$ cat src/core/svd_pkg.sv
package svd_pkg;
    // register indexes; byte address is four times the index
    localparam logic [11:0] CTRL_IDX = 12'hf85;
    localparam logic [11:0] STAT_IDX = 12'hf86;
    localparam logic [11:0] MASK_IDX = 12'hf87;
    localparam logic [15:0] CTRL_ADDR = {2'h0, CTRL_IDX, 2'h0};
    localparam logic [15:0] STAT_ADDR = {2'h0, STAT_IDX, 2'h0};
    localparam logic [15:0] MASK_ADDR = {2'h0, MASK_IDX, 2'h0};

    // control register fields
    localparam int DIR_BIT = 7;
    localparam int BG_BIT = 6;
    localparam int REF_BIT = 5;
    localparam int EN_BIT = 4;
    localparam int LEVEL_LSB = 0;
    localparam int LEVEL_W = 4;
    localparam logic [3:0] LEVEL_EXT = 4'hf;
    localparam logic [3:0] LEVEL_RESET = 4'h0;
    localparam logic [7:0] CTRL_RESET = 8'h00;

    // status and mask share one layout
    localparam int FLAG_BIT = 0;
    localparam logic MASK_RESET = 1'h0;

    // synchroniser lanes
    localparam int SYNC_W = 4;
    localparam int SY_GE = 0;
    localparam int SY_LE = 1;
    localparam int SY_REF = 2;
    localparam int SY_BG = 3;
    localparam int SYNC_STAGES = 2;
endpackage : svd_pkg

$ cat src/core/svd_trip_detector.sv
// Design decision made here: the APB slave port.
module svd_trip_detector (
    input wire logic pclk,
    input wire logic presetn,
    input wire logic pce,
    input wire logic psel,
    input wire logic penable,
    input wire logic pwrite,
    input wire logic [15:0] paddr,
    input wire logic [31:0] pwdata,
    output logic [31:0] prdata,
    output logic pready,
    output logic pslverr,
    input wire logic cmp_ge,
    input wire logic cmp_le,
    input wire logic ref_settled,
    input wire logic bandgap_ok,
    output logic detector_power,
    output logic [3:0] trip_level,
    output logic external_sense_sel,
    output logic trip_direction,
    output logic irq,
    output logic wake_req
);

    // whole state of the block in one record
    typedef struct packed {
        logic ctrl_dir;
        logic ctrl_en;
        logic [3:0] ctrl_level;
        logic en_q;
        logic ref_stable;
        logic bg_stable;
        logic flag;
        logic mask;
        logic [31:0] rdata;
        logic [3:0] sync1;
        logic [3:0] sync2;
    } svd_state_s;

    svd_state_s s;
    svd_state_s next_s;

    logic setup_ph;
    logic access_ph;
    logic hit_ctrl;
    logic hit_stat;
    logic hit_mask;
    logic mapped;
    logic trip_hit;
    logic set_flag;
    logic [7:0] ctrl_view;
    logic [3:0] raw_in;

    // apb phase and address decode
    assign setup_ph = psel & ~penable;
    assign access_ph = psel & penable;
    assign hit_ctrl = (paddr == svd_pkg::CTRL_ADDR);
    assign hit_stat = (paddr == svd_pkg::STAT_ADDR);
    assign hit_mask = (paddr == svd_pkg::MASK_ADDR);
    assign mapped = hit_ctrl | hit_stat | hit_mask;

    // analog indications gathered into lanes, one per synchroniser bit
    genvar gi;
    generate
        for (gi = 0; gi < svd_pkg::SYNC_W; gi++)
        begin : g_lane
            if (gi == svd_pkg::SY_GE)
            begin : g_ge
                assign raw_in[gi] = cmp_ge;
            end
            else if (gi == svd_pkg::SY_LE)
            begin : g_le
                assign raw_in[gi] = cmp_le;
            end
            else if (gi == svd_pkg::SY_REF)
            begin : g_ref
                assign raw_in[gi] = ref_settled;
            end
            else
            begin : g_bg
                assign raw_in[gi] = bandgap_ok;
            end
        end
    endgenerate

    // comparator result for the chosen direction, taken only after two stages
    assign trip_hit = s.ctrl_dir ? s.sync2[svd_pkg::SY_GE]
                                 : s.sync2[svd_pkg::SY_LE];
    // the flag may only set while enabled and the reference is settled
    assign set_flag = s.ctrl_en & s.ref_stable & trip_hit;

    // readable control view; status bits come from the block, not software
    always_comb
    begin
        ctrl_view = svd_pkg::CTRL_RESET;
        ctrl_view[svd_pkg::DIR_BIT] = s.ctrl_dir;
        ctrl_view[svd_pkg::BG_BIT] = s.bg_stable;
        ctrl_view[svd_pkg::REF_BIT] = s.ref_stable;
        ctrl_view[svd_pkg::EN_BIT] = s.ctrl_en;
        ctrl_view[svd_pkg::LEVEL_LSB +: svd_pkg::LEVEL_W] = s.ctrl_level;
    end

    // next state; nothing moves while the clock enable is low
    always_comb
    begin
        next_s = s;
        if (pce)
        begin
            // first stage feeds only the second
            next_s.sync1 = raw_in;
            next_s.sync2 = s.sync1;
            next_s.en_q = s.ctrl_en;

            // software writes land at the end of the access phase
            if (access_ph && pwrite && hit_ctrl)
            begin
                // status bits 6 and 5 are not writable
                next_s.ctrl_dir = pwdata[svd_pkg::DIR_BIT];
                next_s.ctrl_en = pwdata[svd_pkg::EN_BIT];
                next_s.ctrl_level = pwdata[svd_pkg::LEVEL_LSB +: svd_pkg::LEVEL_W];
            end
            if (access_ph && pwrite && hit_mask)
            begin
                next_s.mask = pwdata[svd_pkg::FLAG_BIT];
            end

            // settle time is whatever the analog reference takes; a fresh
            // enable forces at least one cycle of not-stable so a stale
            // settled level from an earlier enable can never leak through
            if (!s.ctrl_en || !s.en_q)
            begin
                next_s.ref_stable = 1'b0;
            end
            else
            begin
                next_s.ref_stable = s.sync2[svd_pkg::SY_REF];
            end
            next_s.bg_stable = s.sync2[svd_pkg::SY_BG];

            // read clears only what the read reported; a new event wins
            if (access_ph && !pwrite && hit_stat && s.rdata[svd_pkg::FLAG_BIT])
            begin
                next_s.flag = 1'b0;
            end
            if (set_flag)
            begin
                next_s.flag = 1'b1;
            end

            // read data is prepared in the setup phase
            if (setup_ph && !pwrite)
            begin
                next_s.rdata = 32'h0000_0000;
                if (hit_ctrl)
                begin
                    next_s.rdata[7:0] = ctrl_view;
                end
                else if (hit_stat)
                begin
                    next_s.rdata[svd_pkg::FLAG_BIT] = s.flag;
                end
                else if (hit_mask)
                begin
                    next_s.rdata[svd_pkg::FLAG_BIT] = s.mask;
                end
            end
        end
    end

    // register the record; reset returns the detector to disabled
    always_ff @(posedge pclk or negedge presetn)
    begin
        if (!presetn)
        begin
            s <= '0;
        end
        else
        begin
            s <= next_s;
        end
    end

    // apb answers with no wait states; unmapped addresses get an error
    assign pready = 1'b1;
    assign pslverr = access_ph & ~mapped;
    assign prdata = s.rdata;

    // analog side controls
    assign detector_power = s.ctrl_en;
    assign trip_level = s.ctrl_level;
    assign external_sense_sel = (s.ctrl_level == svd_pkg::LEVEL_EXT);
    assign trip_direction = s.ctrl_dir;
    // the flag is kept even when masked; only the request is gated
    assign irq = s.flag & s.mask;
    // wake does not depend on pclk running beyond the flag capture
    assign wake_req = s.flag;
endmodule : svd_trip_detector

$ cat config.mk
export PLATFORM = sky130hd
export DESIGN_NAME = svd_trip_detector
export DESIGN_NICKNAME = d
export VERILOG_FILES = /design/src/core/svd_pkg.sv /design/src/core/svd_trip_detector.sv
export SDC_FILE = /design/constraint.sdc
export NUM_CORES = 1
export LEC_CHECK = 0
export ABC_AREA = 1
export BUFFER_PORTS_ARGS = -buffer_cell sky130_fd_sc_hd__buf_2
export CAP_MARGIN = 40
export CORE_UTILIZATION = 46
export DETAILED_ROUTE_END_ITERATION = 10
export PLACE_DENSITY = 0.93
export SETUP_SLACK_MARGIN = 0.1
export SLEW_MARGIN = 10
export SYNTH_ARGS = -nofsm -noshare
export SYNTH_HDL_FRONTEND = slang
export SYNTH_SLANG_ARGS = --single-unit
$ cat constraint.sdc
create_clock -name pclk -period 1.5 [get_ports pclk]
set_input_delay 0.225 -clock pclk [delete_from_list [all_inputs] [get_ports pclk]]
set_output_delay 0.225 -clock pclk [all_outputs]
set_load 0.05 [all_outputs]
==> metrics, run 1 <==
clock buffers created by TritonCTS=3; summed instance area of the synthesized netlist=0.00160 mm²; y dimension of the die=about 60 µm; final instance count without filler cells=298; diode insertion count for antenna repair=0; share of post-route cells with drive strength above 1=31.0%; chain of cells forming the critical path=buf_2 -> nand2_1 -> inv_1 -> nand2_1 -> nor2_4 -> and2_4 -> nor3_4 -> buf_6; Slew Limit Headroom=60.8%; Min-Delay Startpoint=cmp_le; worst endpoint required time=approximately 1.3 ns; number of buffers and inverters on the critical path=3; number of placed instances with taps included=289; final instance area=0.00187 mm²; Post-Synthesis Cells=between 200 and 250; end of the worst register-to-register path=ctrl_view[5]$_DFFE_PN0P_; proportion of total power due to net switching=32.8%; Most Frequent Cell on Critical Path=nand2_1; path depth of the worst reg2reg path=3; final-report setup violation count=0; placeable core region=0.00334 mm²; number of global-route vias before repair=approximately 1200; initial cell density of the core=47.9%; Worst R2R Start=detector_power$_DFFE_PN0P_; initial drt markers=54; Fin Setup TNS=0 ns; CP Launch Type=primary input; unrepaired setup endpoints after global routing=true; global route overflow=0; fin nets=311; DRC errors left=0; static leakage=between 0.001 and 0.0015 µW; type of the setup path with the least slack=primary input to output pin; Area after DPL=about 0.0018 mm²; reported max-cap violation count=0; # fillers=332; detailed-route wire length per cell=10.2 µm; count of state elements after synthesis=27; Port-buffer cells=between 40 and 50; CTS sink count=27; maximum VDD drop=611 µV; Worst EP arrival=about 1.1 ns; measured slew at the worst slew-check pin=0.588 ns; Cell Pwr Density=726 mW/mm²; worst stage delay on the critical path=0.18 ns; Max FO, Critical Path=4; end of the worst hold path=s[5]$_DFFE_PN0P_; WL final=3040 µm; final cycle utilization of the critical path=90.4%; count of pins on the block boundary=between 100 and 150; Placement Rows=21; delay-heaviest family, CP=simple AND/OR/NAND/NOR gates; Register-to-Register Setup Slack=0.58 ns; Hold WC Path Type=primary input to flop; Layout area overhead=17.0%; gr usage total=between 10% and 20%; Seq pwr share=56.3%; first-pass GRT wire length=4930 µm; H-tree depth=1; Net Sw Power=between 400 and 500 µW; type of element capturing the critical path=output pin; post-synthesis sequential area ratio=approximately 42%; maximum clock path buffer count=2; number of nets still failing antenna checks after routing=0; total via count in the routed design=approximately 1300; buffer type at the clock tree root=clkbuf_4; per-cell via count in the routed design=4.46; CTS tree=done; hold-critical path depth=3; pin count of the biggest net entering global routing=28; GPL Wtd Cong=0.812; Clock Pin Slew Worst Setup and Hold Paths=0.14 ns; hold violation total from the final report=0; clk_skew=~0.0085 ns; Skew-Pair Late Insertion Delay=0.32 ns; Max Transition Viols Final=0; internal power component=912 µW; number of distinct library cells after synthesis=19; minimum clock period=1.36 ns; die span in x=60.9 µm; Combinational Power Share=20.8%; First-pass DRT Iterations=4; slowest stage cell, crit path=nand2_1; area enclosed by the die boundary=0.00371 mm²; initial antenna violation count=0; half-perimeter wire length after detailed placement=about 2400 µm; Ys Warns=0; maximum achievable frequency=~0.74 GHz; Synth Area per Inst=around 7.9 µm²; status=complete, no violations; relative contribution of the clock network to total power=between 20% and 30%
==> placed cells by master, fill, tap and decap left out <==
| master | instances |
|---|---|
| conb_1 | 25 |
| o2111ai_1 | 1 |
| buf_2 | 46 |
| nor2_4 | 2 |
| buf_4 | 12 |
| nand4_1 | 8 |
| o21ai_2 | 2 |
| dlygate4sd3_1 | 1 |
| nand3_4 | 1 |
| o21ai_0 | 4 |
| clkinv_2 | 1 |
| nand2_2 | 1 |
| dfrtp_1 | 27 |
| nor3_4 | 4 |
| nor2_2 | 2 |
| nand3_1 | 6 |
| a32o_1 | 1 |
| nand2_1 | 72 |
| clkbuf_4 | 4 |
| nand2_4 | 1 |
| nor2_1 | 8 |
| o21ai_1 | 5 |
| inv_1 | 16 |
| buf_6 | 1 |
| and2_4 | 1 |
==> logic make-up (layout without fill, tap and decap cells) <==
group,count (synthesis),after routing,synth area share (%)
buffers and inverters,55,81,21.6
other,2,25,0.470
AND/OR/NAND/NOR,106,106,30.5
flip-flops,27,27,42.3
AO/OA/AOI/OAI,13,13,5.09
==> power by group through the flow <==
stage                     Sequential (µW)  Combinational [µW]  Clock, µW
after floorplan                       775                 252          0
after global placement                777                 269          0
after detailed placement              778                 275          0
after CTS                             764                 280        323
after global routing                  767                 308        344
final                                 764                 282        310
==> Yosys cell counts <==
library cell | instances | area [µm²]
inv_1 | 16 | 60.1
dfrtp_1 | 27 | 676
clkbuf_1 | 2 | 7.51
o2111ai_1 | 1 | 8.76
nand3_1 | 6 | 30.0
and2_1 | 1 | 6.26
nand4_1 | 8 | 50.1
a32o_1 | 1 | 10.0
nand2_4 | 1 | 11.3
conb_1 | 2 | 7.51
nor3_1 | 1 | 5.00
nor3_4 | 3 | 48.8
o21ai_2 | 2 | 17.5
nand2_1 | 73 | 274
buf_4 | 37 | 278
nand3_4 | 1 | 17.5
o21ai_0 | 4 | 20.0
o21ai_1 | 5 | 25.0
nor2_1 | 12 | 45.0
==> worst max path at each step <==
stage / from / endpoint / slack [ns] / depth (start not counted)
floorplan: paddr[11] / pslverr / 0.12 / 6
global placement: paddr[4] / pslverr / 0.05 / 8
detailed placement: paddr[4] / pslverr / 0.02 / 8
CTS: trip_level[0]$_DFFE_PN0P_ / external_sense_sel / 0.11 / 3
global route: paddr[15] / pslverr / 0.06 / 8
finish: paddr[11] / pslverr / 0.14 / 8
==> flip-flops by register name, indices dropped and copies added (netlist names) <==
name	cells
s	10
prdata	8
trip_direction	1
trip_level	4
detector_power	1
ctrl_view	2
wake_req	1
==> routing by layer <==
metal / share of wire, % / global-route usage, % / vias up / wire [µm]
li1: - / - / 675 / -
met1: 41 / 19.8 / 595 / 1260
met2: 53 / 35.6 / 54 / 1600
met3: 4.9 / 4.05 / 4 / 149
met4: 0.82 / 1.30 / 0 / 25
met5: 0 / 0 / - / 0
==> timing repair <==
action | 4_1_cts | 5_1_grt
endpoints found under the setup margin | 1 | 3
hold endpoints to repair | 27 | 0
gates resized for setup | 4 | 9
setup buffers | 0 | 4
hold buffers | 1 | 0
==> through the flow <==
step	power (µW)	util [%]	setup slack, ns	hold slack (ns)
final	1360	56.0	0.144	0.0926
after global routing	1420	56.0	0.0610	0.0881
after CTS	1370	54.4	0.109	0.0811
after detailed placement	1050	52.9	0.0177	0.254
after global placement	1050	52.9	0.0457	0.250
after floorplan	1030	-	0.116	-0.0706
==> worst min-delay path, stage by stage <==
cell     delay (ns)
buf_2          0.07
nand2_1        0.04
nand2_1        0.05
==> final cells by class <==
| type | instances | area (µm²) | share of cell area [%] |
|---|---|---|---|
| multi-input combinational | 144 | 699 | 37.4 |
| sequential | 27 | 676 | 36.1 |
| timing repair buffer | 61 | 349 | 18.7 |
| inverter | 16 | 60.1 | 3.21 |
| tap | 46 | 57.6 | 3.08 |
| clock buffer | 3 | 22.5 | 1.20 |
| clock inverter | 1 | 5.00 | 0.268 |
No activity file was read; power rests on OpenSTA's default activity.
==> run 2, diff against run 1 <==
--- a/config.mk
+++ b/config.mk
@@ -8,6 +8,7 @@
 export ABC_AREA = 1
 export BUFFER_PORTS_ARGS = -buffer_cell sky130_fd_sc_hd__buf_2
 export CAP_MARGIN = 40
+export CORE_MARGIN = 5
 export CORE_UTILIZATION = 46
 export DETAILED_ROUTE_END_ITERATION = 10
 export PLACE_DENSITY = 0.93
==> metrics, run 2 (synthesis results as in run 1) <==
status=complete, no violations; number of nets still failing antenna checks after routing=0; largest register by flop count=s; measured slew at the worst slew-check pin=0.579 ns; global route overflow=0; maximum VDD drop=504 µV; gr usage total=14.1%; y dimension of the die=68.9 µm; Hold WC Path Type=primary input to flop; Area after DPL=0.00177 mm²; Port-buffer cells=49; fin nets=309; Placement Rows=21; Fin Setup TNS=0 ns; half-perimeter wire length after detailed placement=2600 µm; # fillers=335; end of the worst hold path=s[6]$_DFFE_PN0P_; path depth of the worst reg2reg path=5; worst stage delay on the critical path=0.19 ns; most used cells in the layout excluding fill and tap cells=nand2_1, buf_2, dfrtp_1, conb_1, inv_1; total via count in the routed design=roughly 1300; maximum clock path buffer count=2; Worst EP arrival=1.13 ns; WL final=around 3300 µm; share of post-route cells with drive strength above 1=30.4%; pin count of the biggest net entering global routing=28; GPL Wtd Cong=0.745; final cycle utilization of the critical path=90.2%; H-tree depth=1; area enclosed by the die boundary=0.00475 mm²; reported max-cap violation count=0; most common library cell in the layout ignoring fill and taps=nand2_1; Min-Delay Startpoint=ref_settled; initial antenna violation count=0; CP Launch Type=primary input; clk_skew=approximately 0.0036 ns; detailed-route wire length per cell=around 11 µm; CTS tree=done; Clock Pin Slew Worst Setup and Hold Paths=0.13 ns; initial drt markers=76; Skew-Pair Late Insertion Delay=0.32 ns; chain of cells forming the critical path=buf_2 -> nor2_1 -> nand2_2 -> nor2_1 -> and2_4 -> nor3_4 -> buf_6; slowest stage cell, crit path=and2_4; CTS sink count=27; die span in x=68.9 µm; Register-to-Register Setup Slack=0.59 ns; Most Frequent Cell on Critical Path=nor2_1; worst endpoint required time=1.27 ns; Worst R2R Start=trip_level[0]$_DFFE_PN0P_; placeable core region=about 0.0033 mm²; initial cell density of the core=approximately 48%; Layout area overhead=15.8%; diode insertion count for antenna repair=0; Max Transition Viols Final=0; end of the worst register-to-register path=prdata[0]$_DFFE_PN0P_; minimum clock period=1.35 ns; Cell Pwr Density=733 mW/mm²; max reg flops=10; maximum achievable frequency=0.739 GHz; clock buffers created by TritonCTS=3; WHS=between 0.09 and 0.1 ns; unrepaired setup endpoints after global routing=false; hold violation total from the final report=0; type of the setup path with the least slack=primary input to output pin; number of global-route vias before repair=1175; type of element capturing the critical path=output pin; DRC errors left=0; first-pass GRT wire length=~5000 µm; final-report setup violation count=0; Max FO, Critical Path=4; First-pass DRT Iterations=4; count of pins on the block boundary=101; final instance area=0.00185 mm²; per-cell via count in the routed design=around 4.4; hold-critical path depth=3; static leakage=0.00109 µW; buffer type at the clock tree root=clkbuf_4; Slew Limit Headroom=61.4%
-- run 2: how the worst max path moves through the flow --
| stage | start | end | slack [ns] | cells after the start |
|---|---|---|---|---|
| 6_report | paddr[5] | pslverr | 0.15 | 7 |
| 2_1_floorplan | paddr[11] | pslverr | 0.12 | 6 |
| 4_1_cts | paddr[15] | pslverr | 0.11 | 8 |
| 5_1_grt | paddr[4] | pslverr | 0.09 | 9 |
| 3_3_place_gp | paddr[4] | pslverr | 0.05 | 8 |
| 3_5_place_dp | paddr[15] | pslverr | 0.02 | 7 |
-- run 2: layout make-up --
| type | instances | area, µm² | share of cell area [%] |
|---|---|---|---|
| Clock buffer | 4 | 26.3 | 1.42 |
| Inverter | 16 | 60.1 | 3.25 |
| Multi-Input combinational cell | 144 | 697 | 37.7 |
| Sequential cell | 27 | 676 | 36.5 |
| Tap cell | 46 | 57.6 | 3.11 |
| Timing Repair Buffer | 59 | 334 | 18.1 |
-- run 2: metrics by stage --
step	setup slack, ns	std cells	utilization, %	power (µW)
finish	0.147	296	55.5	1360
global route	0.0921	296	55.5	1420
CTS	0.107	294	54.3	1370
detailed placement	0.0188	289	52.9	1050
global placement	0.0466	289	52.9	1050
floorplan	0.116	226	-	1030
-- run 2: repair_timing --
item | CTS | global route
hold buffers | 1 | 0
resized for setup | 4 | 8
buffers inserted | 0 | 2
setup endpoints to repair | 2 | 3
pin swaps | 0 | 0
hold endpoints to repair | 27 | 0
-- run 2: critical path: cells and delay by family --
family        cells  cell delay, ns
simple gates      5            0.64
buf+inv           2            0.26
-- run 2: power breakdown --
group | total, µW | switching, µW | internal [µW]
sequential | 764 | 11.5 | 752
combinational | 285 | 225 | 59.8
clock | 307 | 203 | 104
total | 1360 | 440 | 916
-- run 2: layer usage --
metal	global-route usage, %	up-vias	wire, µm
li1	-	672	-
met5	0	-	0
met4	2.19	0	13
met1	16.3	597	1250
met2	26.4	40	1800
met3	3.40	2	241
==> run 3, diff against run 2 <==
--- a/config.mk
+++ b/config.mk
@@ -12,7 +12,7 @@
 export CORE_UTILIZATION = 46
 export DETAILED_ROUTE_END_ITERATION = 10
 export PLACE_DENSITY = 0.93
-export SETUP_SLACK_MARGIN = 0.1
+export SETUP_SLACK_MARGIN = 0.4
 export SLEW_MARGIN = 10
 export SYNTH_ARGS = -nofsm -noshare
 export SYNTH_HDL_FRONTEND = slang
==> metrics, run 3 (synthesis results as in run 1) <==
number of nets still failing antenna checks after routing=0; end of the worst register-to-register path=ctrl_view[5]$_DFFE_PN0P_; first-pass GRT wire length=5780 µm; Net Sw Power=448 µW; minimum clock period=about 1.4 ns; clock buffers created by TritonCTS=3; CTS tree=done; DRC errors left=0; Area after DPL=0.00179 mm²; Worst R2R Start=detector_power$_DFFE_PN0P_; end of the worst hold path=s[6]$_DFFE_PN0P_; CTS sink count=27; layer carrying the most global-route usage=met2; global route overflow=0; fin nets=326; Fin Setup TNS=0 ns; First-pass DRT Iterations=4; met1 Usage GRT=18.9%; placeable core region=roughly 0.0033 mm²; final instance count without filler cells=between 300 and 400; static leakage=0.00119 µW; Slew Limit Headroom=59.9%; status=complete, no violations; Hold WC Path Type=primary input to flop; slowest stage cell, crit path=and2_4; Worst Setup Slack post-DPL=0.0626 ns; number of placed instances with taps included=287; final total power=1370 µW; pin count of the biggest net entering global routing=28; buffer type at the clock tree root=clkbuf_4; maximum clock path buffer count=2; per-cell via count in the routed design=4.46; Skew-Pair Late Insertion Delay=0.32 ns; Seq pwr share=a little under three fifths; total via count in the routed design=around 1400; initial drt markers=76; Register-to-Register Setup Slack=0.46 ns; met3 GRT Util=4.05%; most common library cell in the layout ignoring fill and taps=nand2_1; half-perimeter wire length after detailed placement=around 2600 µm; diode insertion count for antenna repair=0; worst endpoint required time=1.27 ns; maximum VDD drop=660 µV; number of global-route vias before repair=1331; y dimension of the die=68.9 µm; type of element capturing the critical path=output pin; Worst EP arrival=around 1.1 ns; measured slew at the worst slew-check pin=0.602 ns; proportion of total power due to net switching=between 30% and 40%; die span in x=68.9 µm; largest register by flop count=s; initial cell density of the core=a little under half; count of pins on the block boundary=~100; most used cells in the layout excluding fill and tap cells=nand2_1, buf_2, buf_4, conb_1, dfrtp_1; Max FO, Critical Path=4; final instance area=around 0.0021 mm²; share of post-route cells with drive strength above 1=approximately two fifths; worst-case setup margin in the final layout=around 0.15 ns; met2 global-route usage=between 20% and 30%; initial antenna violation count=0; Cell Pwr Density=638 mW/mm²; final-report setup violation count=0; chain of cells forming the critical path=buf_2 -> inv_8 -> nor2_4 -> nand2_4 -> nor2_2 -> and2_4 -> nor3_4 -> buf_6; Min-Delay Startpoint=ref_settled; detailed-route wire length per cell=roughly 12 µm; worst stage delay on the critical path=0.19 ns; hold violation total from the final report=0; unrepaired setup endpoints after global routing=true; Layout area overhead=34.1%; hold-critical path depth=3; max reg flops=10; Clock Pin Slew Worst Setup and Hold Paths=0.13 ns; maximum achievable frequency=0.739 GHz; Max Transition Viols Final=0; relative contribution of the clock network to total power=between 20% and 30%; path depth of the worst reg2reg path=4; Placement Rows=21; type of the setup path with the least slack=primary input to output pin; GPL Wtd Cong=around 0.83; clk_skew=0.0123 ns; H-tree depth=1; reported max-cap violation count=0; gr usage total=16.2%; WL final=about 3700 µm; area enclosed by the die boundary=0.00475 mm²; final cycle utilization of the critical path=around nine tenths; CP Launch Type=primary input; Combinational Power Share=21.5%; Port-buffer cells=49; internal power component=between 900 and 1000 µW
==> run 3: through the flow <==
stage / utilization [%] / hold WS [ns]
finish: 64.2 / 0.0996
CTS: 61.7 / 0.0874
global placement: 53.6 / 0.252
global route: 64.2 / 0.0719
floorplan: - / -0.0706
detailed placement: 53.6 / 0.265
==> run 3: final cells by class <==
type / count / area [µm²]
timing repair buffer: 76 / 567
tap: 46 / 57.6
fill: 287 / 1190
sequential: 27 / 678
inverter: 16 / 71.3
clock buffer: 4 / 26.3
multi-input combinational: 144 / 742
==> run 3: what timing repair did <==
item,CTS,global route
pin swaps,3,3
hold endpoints to repair,27,0
gates resized for setup,42,9
setup endpoints to repair,18,18
hold buffers,1,0
setup buffers,14,7
==> run 3: layer usage <==
| metal | vias up | part of all wire [%] |
|---|---|---|
| met5 | - | 0 |
| met3 | 2 | 7.5 |
| li1 | 704 | - |
| met2 | 49 | 56 |
| met1 | 642 | 36 |
| met4 | 0 | 0.38 |
==> run 3: how the worst max path moves through the flow <==
stage,start,endpoint,slack [ns],cells past startpoint
3_5_place_dp,paddr[4],pslverr,0.06,9
4_1_cts,paddr[11],pslverr,0.19,9
5_1_grt,paddr[9],pslverr,0.08,9
6_report,paddr[4],pslverr,0.15,8
2_1_floorplan,paddr[11],pslverr,0.21,7
3_3_place_gp,paddr[4],pslverr,0.07,9
==> run 3: critical path: cells and delay by family <==
| family | cells | cell delay [ns] |
|---|---|---|
| buffers and inverters | 3 | 0.32 |
| and+or+nand+nor | 5 | 0.59 |
==> run 3: power by group through the flow <==
stage          Sequential (µW)  Clock (µW)  Combinational (µW)
5_1_grt                    767         357                 321
3_3_place_gp               776           0                 278
3_5_place_dp               778           0                 282
2_1_floorplan              775           0                 257
4_1_cts                    764         320                 290
6_report                   764         310                 294
